`src/design/dtm_defines.vh`:
```
`ifndef DTM_DEFINES_VH
`define DTM_DEFINES_VH

// ----------------------------------------------------------------
// register indices (byte address is four times the index)
// ----------------------------------------------------------------
`define DTM_IDX_CTRL 6'h1A
`define DTM_IDX_ALT 6'h1B
`define DTM_IDX_STAT 6'h1C
`define DTM_IDX_MASK 6'h1D
`define DTM_IDX_MODE 6'h1E

// ----------------------------------------------------------------
// control register fields
// ----------------------------------------------------------------
`define DTM_CTRL_RSVD 15
`define DTM_CTRL_POLL_HI 14
`define DTM_CTRL_POLL_LO 13
`define DTM_CTRL_THR_HI 12
`define DTM_CTRL_THR_LO 8
`define DTM_CTRL_IEN 7
`define DTM_CTRL_FLAG 6
`define DTM_CTRL_MAN 5
`define DTM_THR_RST 5'h19
`define DTM_POLL_SLOW 2'h0
`define DTM_POLL_FAST 2'h1

// ----------------------------------------------------------------
// alternative reading register fields
// ----------------------------------------------------------------
`define DTM_ALT_RSVD_HI 15
`define DTM_ALT_RSVD_LO 13
`define DTM_ALT_AVG_HI 12
`define DTM_ALT_AVG_LO 11
`define DTM_ALT_INT_HI 10
`define DTM_ALT_INT_LO 8
`define DTM_AVG_RST 2'h1
`define DTM_INT_RST 3'h4

// ----------------------------------------------------------------
// interrupt status / mask and manual mode
// ----------------------------------------------------------------
`define DTM_IRQ_OVER 0
`define DTM_IRQ_DONE 1
`define DTM_MASK_RST 2'h1
`define DTM_MODE_MANUAL 2'h2

// ----------------------------------------------------------------
// timing, in microseconds unless stated
// ----------------------------------------------------------------
`define DTM_CLK_MHZ 125
`define DTM_POLL_SLOW_US 1000000
`define DTM_POLL_FAST_US 10000
`define DTM_INT0_US 14'h001C
`define DTM_INT1_US 14'h0038
`define DTM_INT2_US 14'h00A8
`define DTM_INT3_US 14'h0118
`define DTM_INT4_US 14'h0330
`define DTM_INT5_US 14'h08E8
`define DTM_INT6_US 14'h184C
`define DTM_INT7_US 14'h2E0E
`define DTM_AVG_EXP_BASE 9

`endif

```
`src/design/dtm_top.v`:
```
// Functional notes
// - poll field: 1 s, 10 ms, or off
// - threshold is 5*code-25 C, resets 0x19
// - bit 7 enables over-temperature interrupt
// - bit 6 latches high at threshold
// - bit 5 drives acquire in manual mode
// - bits 4:0 return raw bits 5:1
// - averaging 2^9..2^15 samples, resets 01
// - sample interval 28 us..11.79 ms, resets 100
// - alternative reading is degrees plus 25
//
// Chosen here: the APB interface to the registers.
`timescale 1ns/1ns
`include "dtm_defines.vh"

module dtm_top #(
    parameter TICK_CYCLES = `DTM_CLK_MHZ,      // clock cycles per microsecond tick
    parameter POLL_SLOW_US = `DTM_POLL_SLOW_US, // slow poll period
    parameter POLL_FAST_US = `DTM_POLL_FAST_US, // fast poll period
    parameter AVG_EXP_BASE = `DTM_AVG_EXP_BASE  // exponent of averaging code 00
) (
    input wire CLK_SYS,
    input wire RST,
    input wire PSEL,
    input wire PENABLE,
    input wire PWRITE,
    input wire [7:0] PADDR,
    input wire [31:0] PWDATA,
    input wire [3:0] PSTRB,
    output reg [31:0] PRDATA,
    output wire PREADY,
    output wire PSLVERR,
    output wire SENSE_ACQ,
    input wire SENSE_VALID,
    input wire [5:0] SENSE_RAW,
    input wire [7:0] SENSE_ALT,
    output wire IRQ
);

// ----------------------------------------------------------------
// constants
// ----------------------------------------------------------------
// two states only, so a single bit holds the sampler state
localparam ST_IDLE = 1'b0; // waiting for a poll or manual sample
localparam ST_RUN = 1'b1;  // averaging run in progress
// byte addresses; each 16-bit register sits in the low half of a word
localparam [7:0] ADDR_CTRL = {`DTM_IDX_CTRL, 2'b00};
localparam [7:0] ADDR_ALT = {`DTM_IDX_ALT, 2'b00};
localparam [7:0] ADDR_STAT = {`DTM_IDX_STAT, 2'b00};
localparam [7:0] ADDR_MASK = {`DTM_IDX_MASK, 2'b00};
localparam [7:0] ADDR_MODE = {`DTM_IDX_MODE, 2'b00};
// divider end count, one wrap per microsecond
localparam [15:0] TICK_LAST = TICK_CYCLES[15:0] - 16'h0001;

// ----------------------------------------------------------------
// registers
// ----------------------------------------------------------------
reg rsvd_q;               // reserved control bit, kept as written
reg [1:0] poll_q;         // polling control
reg [4:0] thr_q;          // threshold code
reg ien_q;                // interrupt enable
reg flag_q;               // latched threshold flag
reg man_q;                // manual acquire level
reg [4:0] coarse_q;       // coarse reading
reg [2:0] alt_rsvd_q;     // reserved bits of second register
reg [1:0] avg_q;          // averaging code
reg [2:0] int_q;          // sample interval code
reg [7:0] alt_q;          // alternative reading
reg [1:0] stat_q;         // sticky interrupt status
reg [1:0] mask_q;         // interrupt mask
reg [1:0] mode_q;         // sensor control mode, 10 = manual
reg state_q;              // sampler state
reg [15:0] tick_cnt_q;    // microsecond divider
reg [19:0] poll_cnt_q;    // poll period counter, in microseconds
reg [13:0] int_cnt_q;     // sample interval counter, in microseconds
reg [15:0] smp_cnt_q;     // samples taken in this run
reg [3:0] exp_q;          // averaging exponent latched at run start
reg [22:0] sum_alt_q;     // accumulated alternative samples
reg [20:0] sum_raw_q;     // accumulated raw samples
reg acq_q;                // automatic acquire strobe

// ----------------------------------------------------------------
// bus decode
// ----------------------------------------------------------------
wire setup = PSEL & ~PENABLE;          // first cycle of a transfer
wire access = PSEL & PENABLE;          // completing cycle (no waits)
wire wr = access & PWRITE;
wire rd = access & ~PWRITE;
// full byte address compare, so unaligned offsets miss
wire hit_ctrl = (PADDR == ADDR_CTRL);
wire hit_alt = (PADDR == ADDR_ALT);
wire hit_stat = (PADDR == ADDR_STAT);
wire hit_mask = (PADDR == ADDR_MASK);
wire hit_mode = (PADDR == ADDR_MODE);
// any mapped register; a miss answers with an error
wire hit = hit_ctrl | hit_alt | hit_stat | hit_mask | hit_mode;
wire lo_en = wr & PSTRB[0];            // byte lane 0 write
wire hi_en = wr & PSTRB[1];            // byte lane 1 write

// the slave never stalls: every access completes in its first cycle
assign PREADY = 1'b1;
// unmapped addresses complete with an error and touch nothing
assign PSLVERR = access & ~hit;

// ----------------------------------------------------------------
// derived values
// ----------------------------------------------------------------
// manual strobe control only applies with the mode code set
wire manual = (mode_q == `DTM_MODE_MANUAL);
// alternative scale is degrees plus 25, threshold is 5*code-25 degrees,
// so reaching the threshold means reading >= 5*code
wire [7:0] thr_alt = {1'b0, thr_q, 2'b00} + {3'b000, thr_q};
wire above = (alt_q >= thr_alt);
// rate enable: one cycle in every microsecond
wire us_tick = (tick_cnt_q == TICK_LAST);
wire poll_off = poll_q[1];
// poll end count, minus one since the counter starts at zero
wire [19:0] poll_last = (poll_q[0] ? POLL_FAST_US[19:0] : POLL_SLOW_US[19:0]) - 20'h0_0001;
// run length follows the exponent latched at run start
wire [15:0] smp_target = 16'h0001 << exp_q;
// samples count only inside a run; idle answers are dropped
wire smp_take = (state_q == ST_RUN) & SENSE_VALID;
wire run_done = smp_take & (smp_cnt_q == smp_target - 16'h0001);
// a poll landing during a run is dropped, not queued
wire poll_hit = us_tick & (poll_cnt_q == poll_last) & ~poll_off & ~manual;
// a run starts on a poll in automatic mode, or on a sensor
// answer in manual mode, which serves only as the trigger
wire start = (state_q == ST_IDLE) & (poll_hit | (manual & SENSE_VALID));

// interval lookup, counts in microsecond ticks
// a table, since the interval steps follow no formula
reg [13:0] int_last;
always @* begin
    case (int_q)
        3'h0: int_last = `DTM_INT0_US - 14'h0001;
        3'h1: int_last = `DTM_INT1_US - 14'h0001;
        3'h2: int_last = `DTM_INT2_US - 14'h0001;
        3'h3: int_last = `DTM_INT3_US - 14'h0001;
        3'h4: int_last = `DTM_INT4_US - 14'h0001;
        3'h5: int_last = `DTM_INT5_US - 14'h0001;
        3'h6: int_last = `DTM_INT6_US - 14'h0001;
        default: int_last = `DTM_INT7_US - 14'h0001;
    endcase
end

// averaged values: sum shifted down by the run's exponent
wire [22:0] avg_alt_full = sum_alt_q + {15'h0000, SENSE_ALT};
wire [20:0] avg_raw_full = sum_raw_q + {15'h0000, SENSE_RAW};
// truncating shift; rounding would cost an adder per sum
wire [22:0] avg_alt_sh = avg_alt_full >> exp_q;
wire [20:0] avg_raw_sh = avg_raw_full >> exp_q;

// ----------------------------------------------------------------
// sensor strobe
// ----------------------------------------------------------------
// in manual mode the pin simply follows the control bit; the automatic
// strobe is held off so the two sources never fight
assign SENSE_ACQ = manual ? man_q : acq_q;

// ----------------------------------------------------------------
// timebase: microsecond tick and poll counter
// ----------------------------------------------------------------
always @(posedge CLK_SYS or posedge RST) begin
    if (RST) begin
        tick_cnt_q <= 16'h0000;
        poll_cnt_q <= 20'h0_0000;
    end else begin
        // free-running divider keeps the poll phase regular
        tick_cnt_q <= us_tick ? 16'h0000 : tick_cnt_q + 16'h0001;
        // poll counter parks at zero while polling is stopped
        if (poll_off | manual) begin
            poll_cnt_q <= 20'h0_0000;
        end else if (us_tick) begin
            poll_cnt_q <= (poll_cnt_q == poll_last) ? 20'h0_0000 : poll_cnt_q + 20'h0_0001;
        end
    end
end

// ----------------------------------------------------------------
// sampler: acquire strobes, accumulation and readout update
// ----------------------------------------------------------------
always @(posedge CLK_SYS or posedge RST) begin
    if (RST) begin
        state_q <= ST_IDLE;
        int_cnt_q <= 14'h0000;
        smp_cnt_q <= 16'h0000;
        exp_q <= 4'h0;
        sum_alt_q <= 23'h00_0000;
        sum_raw_q <= 21'h00_0000;
        acq_q <= 1'b0;
        alt_q <= 8'h00;
        coarse_q <= 5'h00;
    end else begin
        acq_q <= 1'b0;
        case (state_q)
            ST_IDLE: begin
                if (start) begin
                    // exponent frozen so a mid-run write cannot tear the average
                    exp_q <= AVG_EXP_BASE[3:0] + {1'b0, avg_q, 1'b0};
                    int_cnt_q <= 14'h0000;
                    smp_cnt_q <= 16'h0000;
                    sum_alt_q <= 23'h00_0000;
                    sum_raw_q <= 21'h00_0000;
                    acq_q <= ~manual;
                    state_q <= ST_RUN;
                end
            end
            ST_RUN: begin
                // one automatic strobe per sample interval
                if (us_tick) begin
                    if (int_cnt_q == int_last) begin
                        int_cnt_q <= 14'h0000;
                        acq_q <= ~manual;
                    end else begin
                        int_cnt_q <= int_cnt_q + 14'h0001;
                    end
                end
                if (run_done) begin
                    // readouts only move once a whole run is summed
                    alt_q <= avg_alt_sh[7:0];
                    coarse_q <= avg_raw_sh[5:1];
                    state_q <= ST_IDLE;
                end else if (smp_take) begin
                    sum_alt_q <= avg_alt_full;
                    sum_raw_q <= avg_raw_full;
                    smp_cnt_q <= smp_cnt_q + 16'h0001;
                end
            end
            // a state value matching neither code falls back to idle
            default: state_q <= ST_IDLE;
        endcase
    end
end

// ----------------------------------------------------------------
// software writable fields
// ----------------------------------------------------------------
always @(posedge CLK_SYS or posedge RST) begin
    if (RST) begin
        rsvd_q <= 1'b0;
        poll_q <= `DTM_POLL_SLOW;
        thr_q <= `DTM_THR_RST;
        ien_q <= 1'b0;
        man_q <= 1'b0;
        alt_rsvd_q <= 3'h0;
        avg_q <= `DTM_AVG_RST;
        int_q <= `DTM_INT_RST;
        mask_q <= `DTM_MASK_RST;
        mode_q <= 2'h0;
    end else begin
        if (hit_ctrl & hi_en) begin
            // bit 15 is stored as written; software keeps it at zero
            rsvd_q <= PWDATA[`DTM_CTRL_RSVD];
            poll_q <= PWDATA[`DTM_CTRL_POLL_HI:`DTM_CTRL_POLL_LO];
            thr_q <= PWDATA[`DTM_CTRL_THR_HI:`DTM_CTRL_THR_LO];
        end
        if (hit_ctrl & lo_en) begin
            ien_q <= PWDATA[`DTM_CTRL_IEN];
            man_q <= PWDATA[`DTM_CTRL_MAN];
        end
        if (hit_alt & hi_en) begin
            alt_rsvd_q <= PWDATA[`DTM_ALT_RSVD_HI:`DTM_ALT_RSVD_LO];
            avg_q <= PWDATA[`DTM_ALT_AVG_HI:`DTM_ALT_AVG_LO];
            int_q <= PWDATA[`DTM_ALT_INT_HI:`DTM_ALT_INT_LO];
        end
        // interrupt mask, same layout as the status register
        if (hit_mask & lo_en) begin
            mask_q <= PWDATA[1:0];
        end
        // mode register; only the manual code hands the strobe to software
        if (hit_mode & lo_en) begin
            mode_q <= PWDATA[1:0];
        end
    end
end

// ----------------------------------------------------------------
// threshold flag and interrupt status
// ----------------------------------------------------------------
// a control read clears the flag once the reading is below threshold
wire rd_ctrl = rd & hit_ctrl;
// write one to clear, byte lane 0 only
wire stat_clr_over = wr & hit_stat & PSTRB[0] & PWDATA[`DTM_IRQ_OVER];
wire stat_clr_done = wr & hit_stat & PSTRB[0] & PWDATA[`DTM_IRQ_DONE];
// over-temperature event needs the flag and its enable together
wire over_evt = flag_q & ien_q;

always @(posedge CLK_SYS or posedge RST) begin
    if (RST) begin
        flag_q <= 1'b0;
        stat_q <= 2'h0;
    end else begin
        // latch-high: setting beats a clearing read in the same cycle
        if (above) begin
            flag_q <= 1'b1;
        end else if (rd_ctrl) begin
            flag_q <= 1'b0;
        end
        // sticky status, write one to clear, a new event wins
        if (over_evt) begin
            stat_q[`DTM_IRQ_OVER] <= 1'b1;
        end else if (stat_clr_over) begin
            stat_q[`DTM_IRQ_OVER] <= 1'b0;
        end
        if (run_done) begin
            stat_q[`DTM_IRQ_DONE] <= 1'b1;
        end else if (stat_clr_done) begin
            stat_q[`DTM_IRQ_DONE] <= 1'b0;
        end
    end
end

// level interrupt: flag with enable drives it directly, status keeps history
assign IRQ = (over_evt & mask_q[`DTM_IRQ_OVER]) | (|(stat_q & mask_q));

// ----------------------------------------------------------------
// read data, captured in the setup cycle
// ----------------------------------------------------------------
// registering in setup keeps the output off the decode path at no cost
// in wait states; the read side effect still lands on the access edge
always @(posedge CLK_SYS or posedge RST) begin
    if (RST) begin
        PRDATA <= 32'h0000_0000;
    end else if (setup & ~PWRITE) begin
        if (hit_ctrl) begin
            PRDATA <= {16'h0000, rsvd_q, poll_q, thr_q, ien_q, flag_q,
                       man_q, coarse_q};
        end else if (hit_alt) begin
            PRDATA <= {16'h0000, alt_rsvd_q, avg_q, int_q, alt_q};
        end else if (hit_stat) begin
            PRDATA <= {30'h0000_0000, stat_q};
        end else if (hit_mask) begin
            PRDATA <= {30'h0000_0000, mask_q};
        end else if (hit_mode) begin
            PRDATA <= {30'h0000_0000, mode_q};
        end else begin
            PRDATA <= 32'h0000_0000;
        end
    end
end

endmodule // dtm_top

```
`config.mk`:
```
export PLATFORM = sky130hd
export DESIGN_NAME = dtm_top
export DESIGN_NICKNAME = d
export VERILOG_FILES = /design/src/design/dtm_top.v
export VERILOG_INCLUDE_DIRS = /design/src /design/src/design
export SDC_FILE = /design/constraint.sdc
export NUM_CORES = 1
export LEC_CHECK = 0
export BUFFER_PORTS_ARGS = -buffer_cell sky130_fd_sc_hd__buf_2
export CAP_MARGIN = 5
export CORE_AREA = 2 2 99 197
export DETAILED_ROUTE_END_ITERATION = 8
export DIE_AREA = 0 0 101 199
export GPL_TIMING_DRIVEN = 0
export HOLD_SLACK_MARGIN = 0.03
export PLACE_DENSITY = 0.92
export SETUP_SLACK_MARGIN = 0.4
export SYNTH_ARGS = -nofsm -noshare
export SYNTH_HDL_FRONTEND = slang
export SYNTH_SLANG_ARGS = --single-unit
```
`constraint.sdc`:
```
create_clock -name CLK_SYS -period 5.9 [get_ports CLK_SYS]
set_input_delay 0.59 -clock CLK_SYS [delete_from_list [all_inputs] [get_ports CLK_SYS]]
set_output_delay 0.59 -clock CLK_SYS [all_outputs]
set_load 0.05 [all_outputs]
```
==> run metrics, run 1 <==
Core ar.=18700 µm²; WL/cell=20.8 µm; Die Y=199 µm; CP max FO=10; family with the most delay on the worst path=simple AND/OR/NAND/NOR gates; Slowest Stage Delay on Critical Path=0.61 ns; drt first pass iters=8; CP arrival=4.19 ns; Distinct cells, synth=83; Synth area leader=dfrtp_1; chip width=101 µm; row count=71; Netlist Area Pre-Place=11200 µm²; Initial Util=0.600; CTS H-tree depth=4; CP endpoint=sum_alt_q[8]; die area=20100 µm²; Syn Area/Cell=8.75 µm²; final hold slack=0.199 ns; Seq pwr share=0.352; async set-or-reset flop fraction in the synthesized netlist=1.00; clock slew at reported path FFs=0.07 ns; leakage=5.51 nW; proportion of synthesized area in mux cells=0.0619; critical path endpoint category=flop; drt drc=0; Port Buffers=58; worst skew pair latency=0.45 ns; DR iter-0 viols=829; initial antenna violation count=0; Internal=0.00252 W; EDFF count, synth=0; sequential share of the synthesized area=0.379; FF-to-FF End=sum_alt_q[8]; gpl congestion=1.01; Vias=10700; Post-Synth Simple-Gate Area=0.220; # clock sinks=169; worst-case vdd ir drop=212 µV; HP Class=in -> async; Ant. Diodes=0; main combinational cell family by area after synthesis=simple AND/OR/NAND/NOR gates; Total Routing Usage GR=0.341; net switching power=0.00158 W; Max-slew headroom=0.324; RSZ-0062 raised after global routing=false; CTS tree=yes; complex-gate fraction of the synthesized area=0.184; area share of fa/ha/maj cells after synthesis=0.0400; #FFs+latches synth=169; Tcrit/Tclk final=0.650; Worst-Margin Slew=1.01 ns; HPWL after DPL=24.7 mm; R2R Path Start=exp_q[0]; startpoint types=flop; Post-Synth XOR/XNOR Area=0.0658; critical path depth in cells=9; cts repair resizes=0; fraction of layout cells with a size suffix above 1=0.132; fillers=1493; Final min period=3.83 ns; Logic pwr share=0.356; vias in the first global route=10600; Max Buffers Root-to-Sink=2; Yosys top cell area share=0.365; Slew Limit Fails=0; Boundary Pins=100; data required time at the worst endpoint=6.25 ns; Setup CP Type=reg -> reg; first-pass GRT wire length=52.9 mm; Buf/Inv on CP=1; Power per Cell Area=328 nW/µm²; Overall Power=0.00409 W; fmax=0.261 GHz; TritonCTS Buffers=17; CTS root buf=clkbuf_16; Synth area leaders=dfrtp_1 36%, nand2_1 5.9%, xnor2_1 4.2%; switching share of power=0.385; ys flop type=dfrtp_1; via/cell ratio=6.69; Clk pwr share=0.293; worst-path cell chain=or3_1 > ha_1 > xnor2_1 > nor3_1 > o31ai_2 > o311ai_1 > clkbuf_1 > nand2_1 > a31oi_1; final hold vios=0; slowest cell on the critical path=nand2_1; Routed WL=33.3 mm; reg-to-reg setup timing slack=2.07 ns; Final Skew=0.00940 ns; final count of negative-setup-slack endpoints=0; status=completed; post-CTS setup buffer count=0; CTS Hold Bufs=0; gr ovfl total=0; Critical Path Source=exp_q[0]; Synth warnings=0; post-route ant nets=0; Layout Nets=1470; Post-Synthesis Cells=1278; max cap viols=0; synthesis-to-finish area growth=11.4%; largest net degree at the start of global routing=98; Worst R2R Path Depth=9
==> cells in the mapped netlist (17+ instances only) <==
master,instances
a21oi_1,46
a31oi_1,26
and3_1,17
buf_2,17
buf_4,18
clkbuf_1,55
dfrtp_1,163
ha_1,31
inv_1,20
mux2_2,25
mux2i_1,32
nand2_1,177
nand3_1,59
nand4_1,19
nor2_1,110
nor3_1,25
o21ai_0,65
o22ai_1,18
o31ai_1,22
xnor2_1,53
xor2_1,31
==> routing by layer <==
layer  global-route usage  vias to the layer above  share of wire  wire (µm)
met1                0.339                     5073           0.33      11100
met3               0.0671                      220          0.065       2160
met5                    0                        -              0          0
li1                     -                     4822              -          -
met4                0.294                        0          0.095       3160
met2                0.591                      614           0.51      16900
==> cell type report <==
cell class	instances	area, µm²	share of cell area
Timing Repair Buffer	59	318	0.0255
Tap cell	219	274	0.0220
Clock buffer	19	453	0.0363
Clock inverter	13	166	0.0134
Sequential cell	169	4240	0.340
Multi-Input combinational cell	1006	6460	0.519
Inverter	20	82.6	0.00663
Buffer	99	468	0.0375
==> worst register-to-register path, delay by kind of cell (launching register included) <==
family          cells  cell delay (ns)
flops               1             0.46
buf+inv             1             0.60
xor+xnor            1             0.06
compound gates      3             0.99
simple gates        3             1.30
fa+ha+maj           1             0.33
==> how the worst min path moves through the flow <==
| stage | slack, ns | cells past startpoint | to |
|---|---|---|---|
| global route | 0.24 | 2 | tick_cnt_q[13] |
| CTS | 0.21 | 2 | tick_cnt_q[6] |
| finish | 0.20 | 2 | tick_cnt_q[6] |
| global placement | 0.45 | 2 | PRDATA[15] |
| floorplan | 0.45 | 1 | tick_cnt_q[15] |
| detailed placement | 0.47 | 2 | PRDATA[15] |
==> power groups by stage <==
stage | clock [W] | sequential [W] | combinational [W]
6_report | 0.00120 | 0.00144 | 0.00146
5_1_grt | 0.00124 | 0.00145 | 0.00157
4_1_cts | 0.00120 | 0.00143 | 0.00141
3_5_place_dp | 0 | 0.00145 | 0.00140
3_3_place_gp | 0 | 0.00145 | 0.00135
2_1_floorplan | 0 | 0.00141 | 0.00103
==> stage by stage <==
step / util / setup slack, ns / TNS [ns] / instances / cell area, µm²
global route: 0.668 / 1.80 / 0 / 1604 / 12500
global placement: 0.633 / -1.14 / -181.44 / 1571 / 11800
CTS: 0.668 / 2.21 / 0 / 1604 / 12500
floorplan: - / 0.745 / 0 / 1294 / 11200
finish: 0.668 / 2.07 / 0 / 1604 / 12500
detailed placement: 0.635 / 2.24 / 0 / 1572 / 11800
==> cell usage in the layout, fill, tap and decap left out, drive strengths merged, types with 11 or more instances in the layout <==
cell | netlist | layout
nand2 | 177 | 177
dfrtp | 163 | 163
nor2 | 110 | 110
buf | 44 | 103
clkbuf | 55 | 74
o21ai | 68 | 68
nand3 | 59 | 59
xnor2 | 53 | 53
a21oi | 47 | 47
mux2i | 32 | 32
xor2 | 31 | 31
ha | 31 | 31
a31oi | 26 | 26
nor3 | 26 | 26
mux2 | 25 | 25
o31ai | 24 | 24
inv | 20 | 24
nand4 | 19 | 19
o22ai | 18 | 18
conb | 2 | 18
and3 | 17 | 17
nor4 | 15 | 15
nor2b | 11 | 11
a211oi | 11 | 11
==> state kept, by name (all words and copies together), names as in the netlist, 5 cells and up <==
register / flops
sum_alt_q: 23
sum_raw_q: 21
poll_cnt_q: 20
PRDATA: 16
smp_cnt_q: 16
tick_cnt_q: 16
int_cnt_q: 14
alt_q: 8
coarse_q: 5
thr_q: 5
==> kinds of logic after synthesis <==
logic type,count (synthesis)
simple gates,510
xor+xnor,84
mux,61
buf+inv,119
fa+ha+maj,34
other cells,2
flops,169
compound gates,299
Note: power is estimated with default switching activity, not from simulation.
==> inputs of run 2 (changes only) <==
--- a/config.mk
+++ b/config.mk
@@ -6,11 +6,12 @@
 export SDC_FILE = /design/constraint.sdc
 export NUM_CORES = 1
 export LEC_CHECK = 0
+export ABC_AREA = 1
 export BUFFER_PORTS_ARGS = -buffer_cell sky130_fd_sc_hd__buf_2
 export CAP_MARGIN = 5
-export CORE_AREA = 2 2 99 197
+export CORE_AREA = 2 2 102 203
 export DETAILED_ROUTE_END_ITERATION = 8
-export DIE_AREA = 0 0 101 199
+export DIE_AREA = 0 0 104 205
 export GPL_TIMING_DRIVEN = 0
 export HOLD_SLACK_MARGIN = 0.03
 export PLACE_DENSITY = 0.92
==> constraint.sdc (replaced) <==
create_clock -name CLK_SYS -period 3.6 [get_ports CLK_SYS]
set_input_delay 0.36 -clock CLK_SYS [delete_from_list [all_inputs] [get_ports CLK_SYS]]
set_output_delay 0.36 -clock CLK_SYS [all_outputs]
set_load 0.05 [all_outputs]
==> run metrics, run 2 <==
Synth area leader=dfrtp_1 (unchanged); Most Frequent Cell on Critical Path=nand2_2; placed instance count=2085 (was 1572); CTS root buf=clkbuf_16 (unchanged); Vias=12700 (was 10700); sequential share of the synthesized area=0.358 (was 0.379); max cap viols=0 (unchanged); ys flop type=dfrtp_1 (unchanged); CTS tree=yes (unchanged); Slowest Stage Delay on Critical Path=0.63 ns (was 0.61 ns); #FFs+latches synth=169 (unchanged); min-delay src=PWDATA[10]; HPWL after DPL=30.0 mm (was 24.7 mm); reg-to-reg setup timing slack=0.62 ns (was 2.07 ns); Die Y=205 µm (was 199 µm); setup TNS=0 ns (unchanged); worst skew pair latency=0.45 ns (about the same); clock slew at reported path FFs=0.07 ns (about the same); Synth area leaders=dfrtp_1 34%, nand2_1 14%, nand3_1 11% (was dfrtp_1 36%, nand2_1 5.9%, xnor2_1 4.2%); Port Buffers=60 (was 58); Netlist Area Pre-Place=11800 µm² (was 11200 µm²); fmax=0.336 GHz (was 0.261 GHz); Post-Synthesis Cells=1743 (was 1278); via/cell ratio=5.99 (was 6.69); critical path endpoint category=flop (unchanged); Buf/Inv on CP=2 (was 1); R2R Path Start=exp_q[2] (was exp_q[0]); Syn Area/Cell=6.79 µm² (was 8.75 µm²); post-route ant nets=0 (unchanged); commonest cells after routing, fill and taps aside=431 x nand2_1, 255 x nand3_1, 220 x inv_1 (was 177 x nand2_1, 163 x dfrtp_1, 110 x nor2_1); Final Skew=0.00672 ns (was 0.00940 ns); cts repair resizes=0 (unchanged); vias in the first global route=12700 (was 10600); family with the most delay on the worst path=simple AND/OR/NAND/NOR gates (unchanged); startpoint types=flop (unchanged); final design utilization=0.670 (was 0.668); Routed WL=38.7 mm (was 33.3 mm); die area=21300 µm² (was 20100 µm²); final count of negative-setup-slack endpoints=0 (unchanged); DR iter-0 viols=919 (was 829); Boundary Pins=100 (unchanged); TritonCTS Buffers=17 (unchanged); HP Class=in -> reg (was in -> async); Tcrit/Tclk final=0.827 (was 0.650); Slew Limit Fails=0 (unchanged); Setup CP Type=reg -> reg (unchanged); WHS Path Cells=3; final hold vios=0 (unchanged); status=completed (unchanged); FF-to-FF End=sum_raw_q[9] (was sum_alt_q[8]); gr ovfl total=0 (unchanged); Top reg by flops=sum_alt_q (unchanged); count leader, synth=nand2_1 (unchanged); initial antenna violation count=4 (was 0); Distinct cells, synth=51 (was 83); WL/cell=18.3 µm (was 20.8 µm); worst-case vdd ir drop=387 µV (was 212 µV); final hold slack=0.175 ns (was 0.199 ns); post-CTS setup buffer count=0 (unchanged); data required time at the worst endpoint=3.90 ns (was 6.25 ns); Max-slew headroom=0.393 (was 0.324); Largest regs=sum_alt_q x23, sum_raw_q x21, poll_cnt_q x20 (unchanged); Core ar.=19700 µm² (was 18700 µm²); chip width=104 µm (was 101 µm); max reg flops=23 (unchanged); # clock sinks=169 (unchanged); leakage=6.74 nW (was 5.51 nW); Power per Cell Area=482 nW/µm² (was 328 nW/µm²); Layout Cells excl Fill=2121 (was 1604); fraction of layout cells with a size suffix above 1=0.0921 (was 0.132); synthesis-to-finish area growth=11.6% (was 11.4%); top cells by count, synth=431 x nand2_1, 255 x nand3_1, 221 x inv_1, 168 x nor2_1, 163 x dfrtp_1 (was 177 x nand2_1, 163 x dfrtp_1, 110 x nor2_1, 65 x o21ai_0, 59 x nand3_1); Max Buffers Root-to-Sink=2 (unchanged); drt first pass iters=8 (unchanged); worst hold endpoint=int_q[2]; gpl congestion=1.08 (was 1.01); Total Routing Usage GR=0.377 (was 0.341); Post-DP Area=12600 µm² (was 11800 µm²); Initial Util=0.600 (about the same); Worst R2R Path Depth=12 (was 9); CTS H-tree depth=4 (unchanged); slowest cell on the critical path=buf_1 (was nand2_1); async set-or-reset flop fraction in the synthesized netlist=1.00 (unchanged); drt drc=0 (unchanged); first-pass GRT wire length=62.2 mm (was 52.9 mm); Layout Nets=1941 (was 1470); Synth warnings=0 (unchanged); worst-path cell chain=buf_6 > nor2_4 > nand2_2 > ha_1 > o211ai_1 > a21oi_1 > nand3_1 > nor2_1 > nand2_1 > nand2_2 > buf_1 > o22ai_1 (was or3_1 > ha_1 > xnor2_1 > nor3_1 > o31ai_2 > o311ai_1 > clkbuf_1 > nand2_1 > a31oi_1); CP max FO=10 (unchanged); EDFF count, synth=0 (unchanged); Yosys top cell area share=0.345 (was 0.365); row count=73 (was 71); Post-Layout Inst Area=13200 µm² (was 12500 µm²); largest net degree at the start of global routing=44 (was 98); CP arrival=3.28 ns (was 4.19 ns); CTS Hold Bufs=1 (was 0); Worst-Margin Slew=0.902 ns (was 1.01 ns); leading cell type in the layout, fill and taps excluded=nand2_1 (unchanged); RSZ-0062 raised after global routing=false (unchanged); Final min period=2.98 ns (was 3.83 ns)
## run 2: layout make-up
type	instances	area [µm²]
Fill cell	1746	6510
Multi-Input combinational cell	1290	6410
Sequential cell	169	4240
Inverter	236	892
Clock buffer	20	437
Timing Repair Buffer	65	390
Buffer	64	360
Tap cell	262	328
Clock inverter	12	151
Antenna cell	3	7.51
## run 2: tightest hold or removal path, stage by stage
cell and delay (ns):
buf_2 0.10, inv_1 0.06, o21ai_0 0.09
## run 2: metal layers
metal  track usage  wire length, µm
met4         0.319             3590
met3        0.0897             2510
met5             0               13
met2         0.689            20300
met1         0.346            12300
## run 2: cell families (layout without fill, tap and decap cells)
group / Yosys count / in the layout / share of synthesized area
compound gates: 220 / 220 / 0.105
buf+inv: 300 / 397 / 0.105
fa+ha+maj: 34 / 34 / 0.0378
mux: 1 / 1 / 0.000951
xor+xnor: 37 / 37 / 0.0274
simple gates: 980 / 980 / 0.364
other cells: 2 / 21 / 0.000634
flops: 169 / 169 / 0.358
## run 2: worst max path at each step
stage / start / endpoint / slack, ns / cells after the start
3_5_place_dp: SENSE_ALT[0] / alt_q[0] / 0.72 / 17
5_1_grt: exp_q[2] / sum_raw_q[13] / 0.50 / 12
2_1_floorplan: RST / PRDATA[0] / 1.09 / 1
6_report: exp_q[2] / sum_raw_q[9] / 0.62 / 12
4_1_cts: exp_q[2] / sum_raw_q[10] / 0.75 / 12
3_3_place_gp: RST / sum_raw_q[13] / -0.008 / 2
## run 2: through the flow
| stage | total power [W] | setup slack, ns |
|---|---|---|
| 6_report | 0.00637 | 0.624 |
| 3_3_place_gp | 0.00438 | -0.00799 |
| 3_5_place_dp | 0.00445 | 0.718 |
| 2_1_floorplan | 0.00385 | 1.09 |
| 5_1_grt | 0.00672 | 0.502 |
| 4_1_cts | 0.00632 | 0.750 |
## run 2: where the power goes
| part | total (W) | switching, W | leakage, nW | internal, W |
|---|---|---|---|---|
| logic | 0.00210 | 0.00147 | 4.36 | 0.000636 |
| clock network | 0.00187 | 0.000783 | 0.284 | 0.00109 |
| registers | 0.00239 | 0.000258 | 2.10 | 0.00214 |
| total | 0.00637 | 0.00251 | 6.74 | 0.00386 |
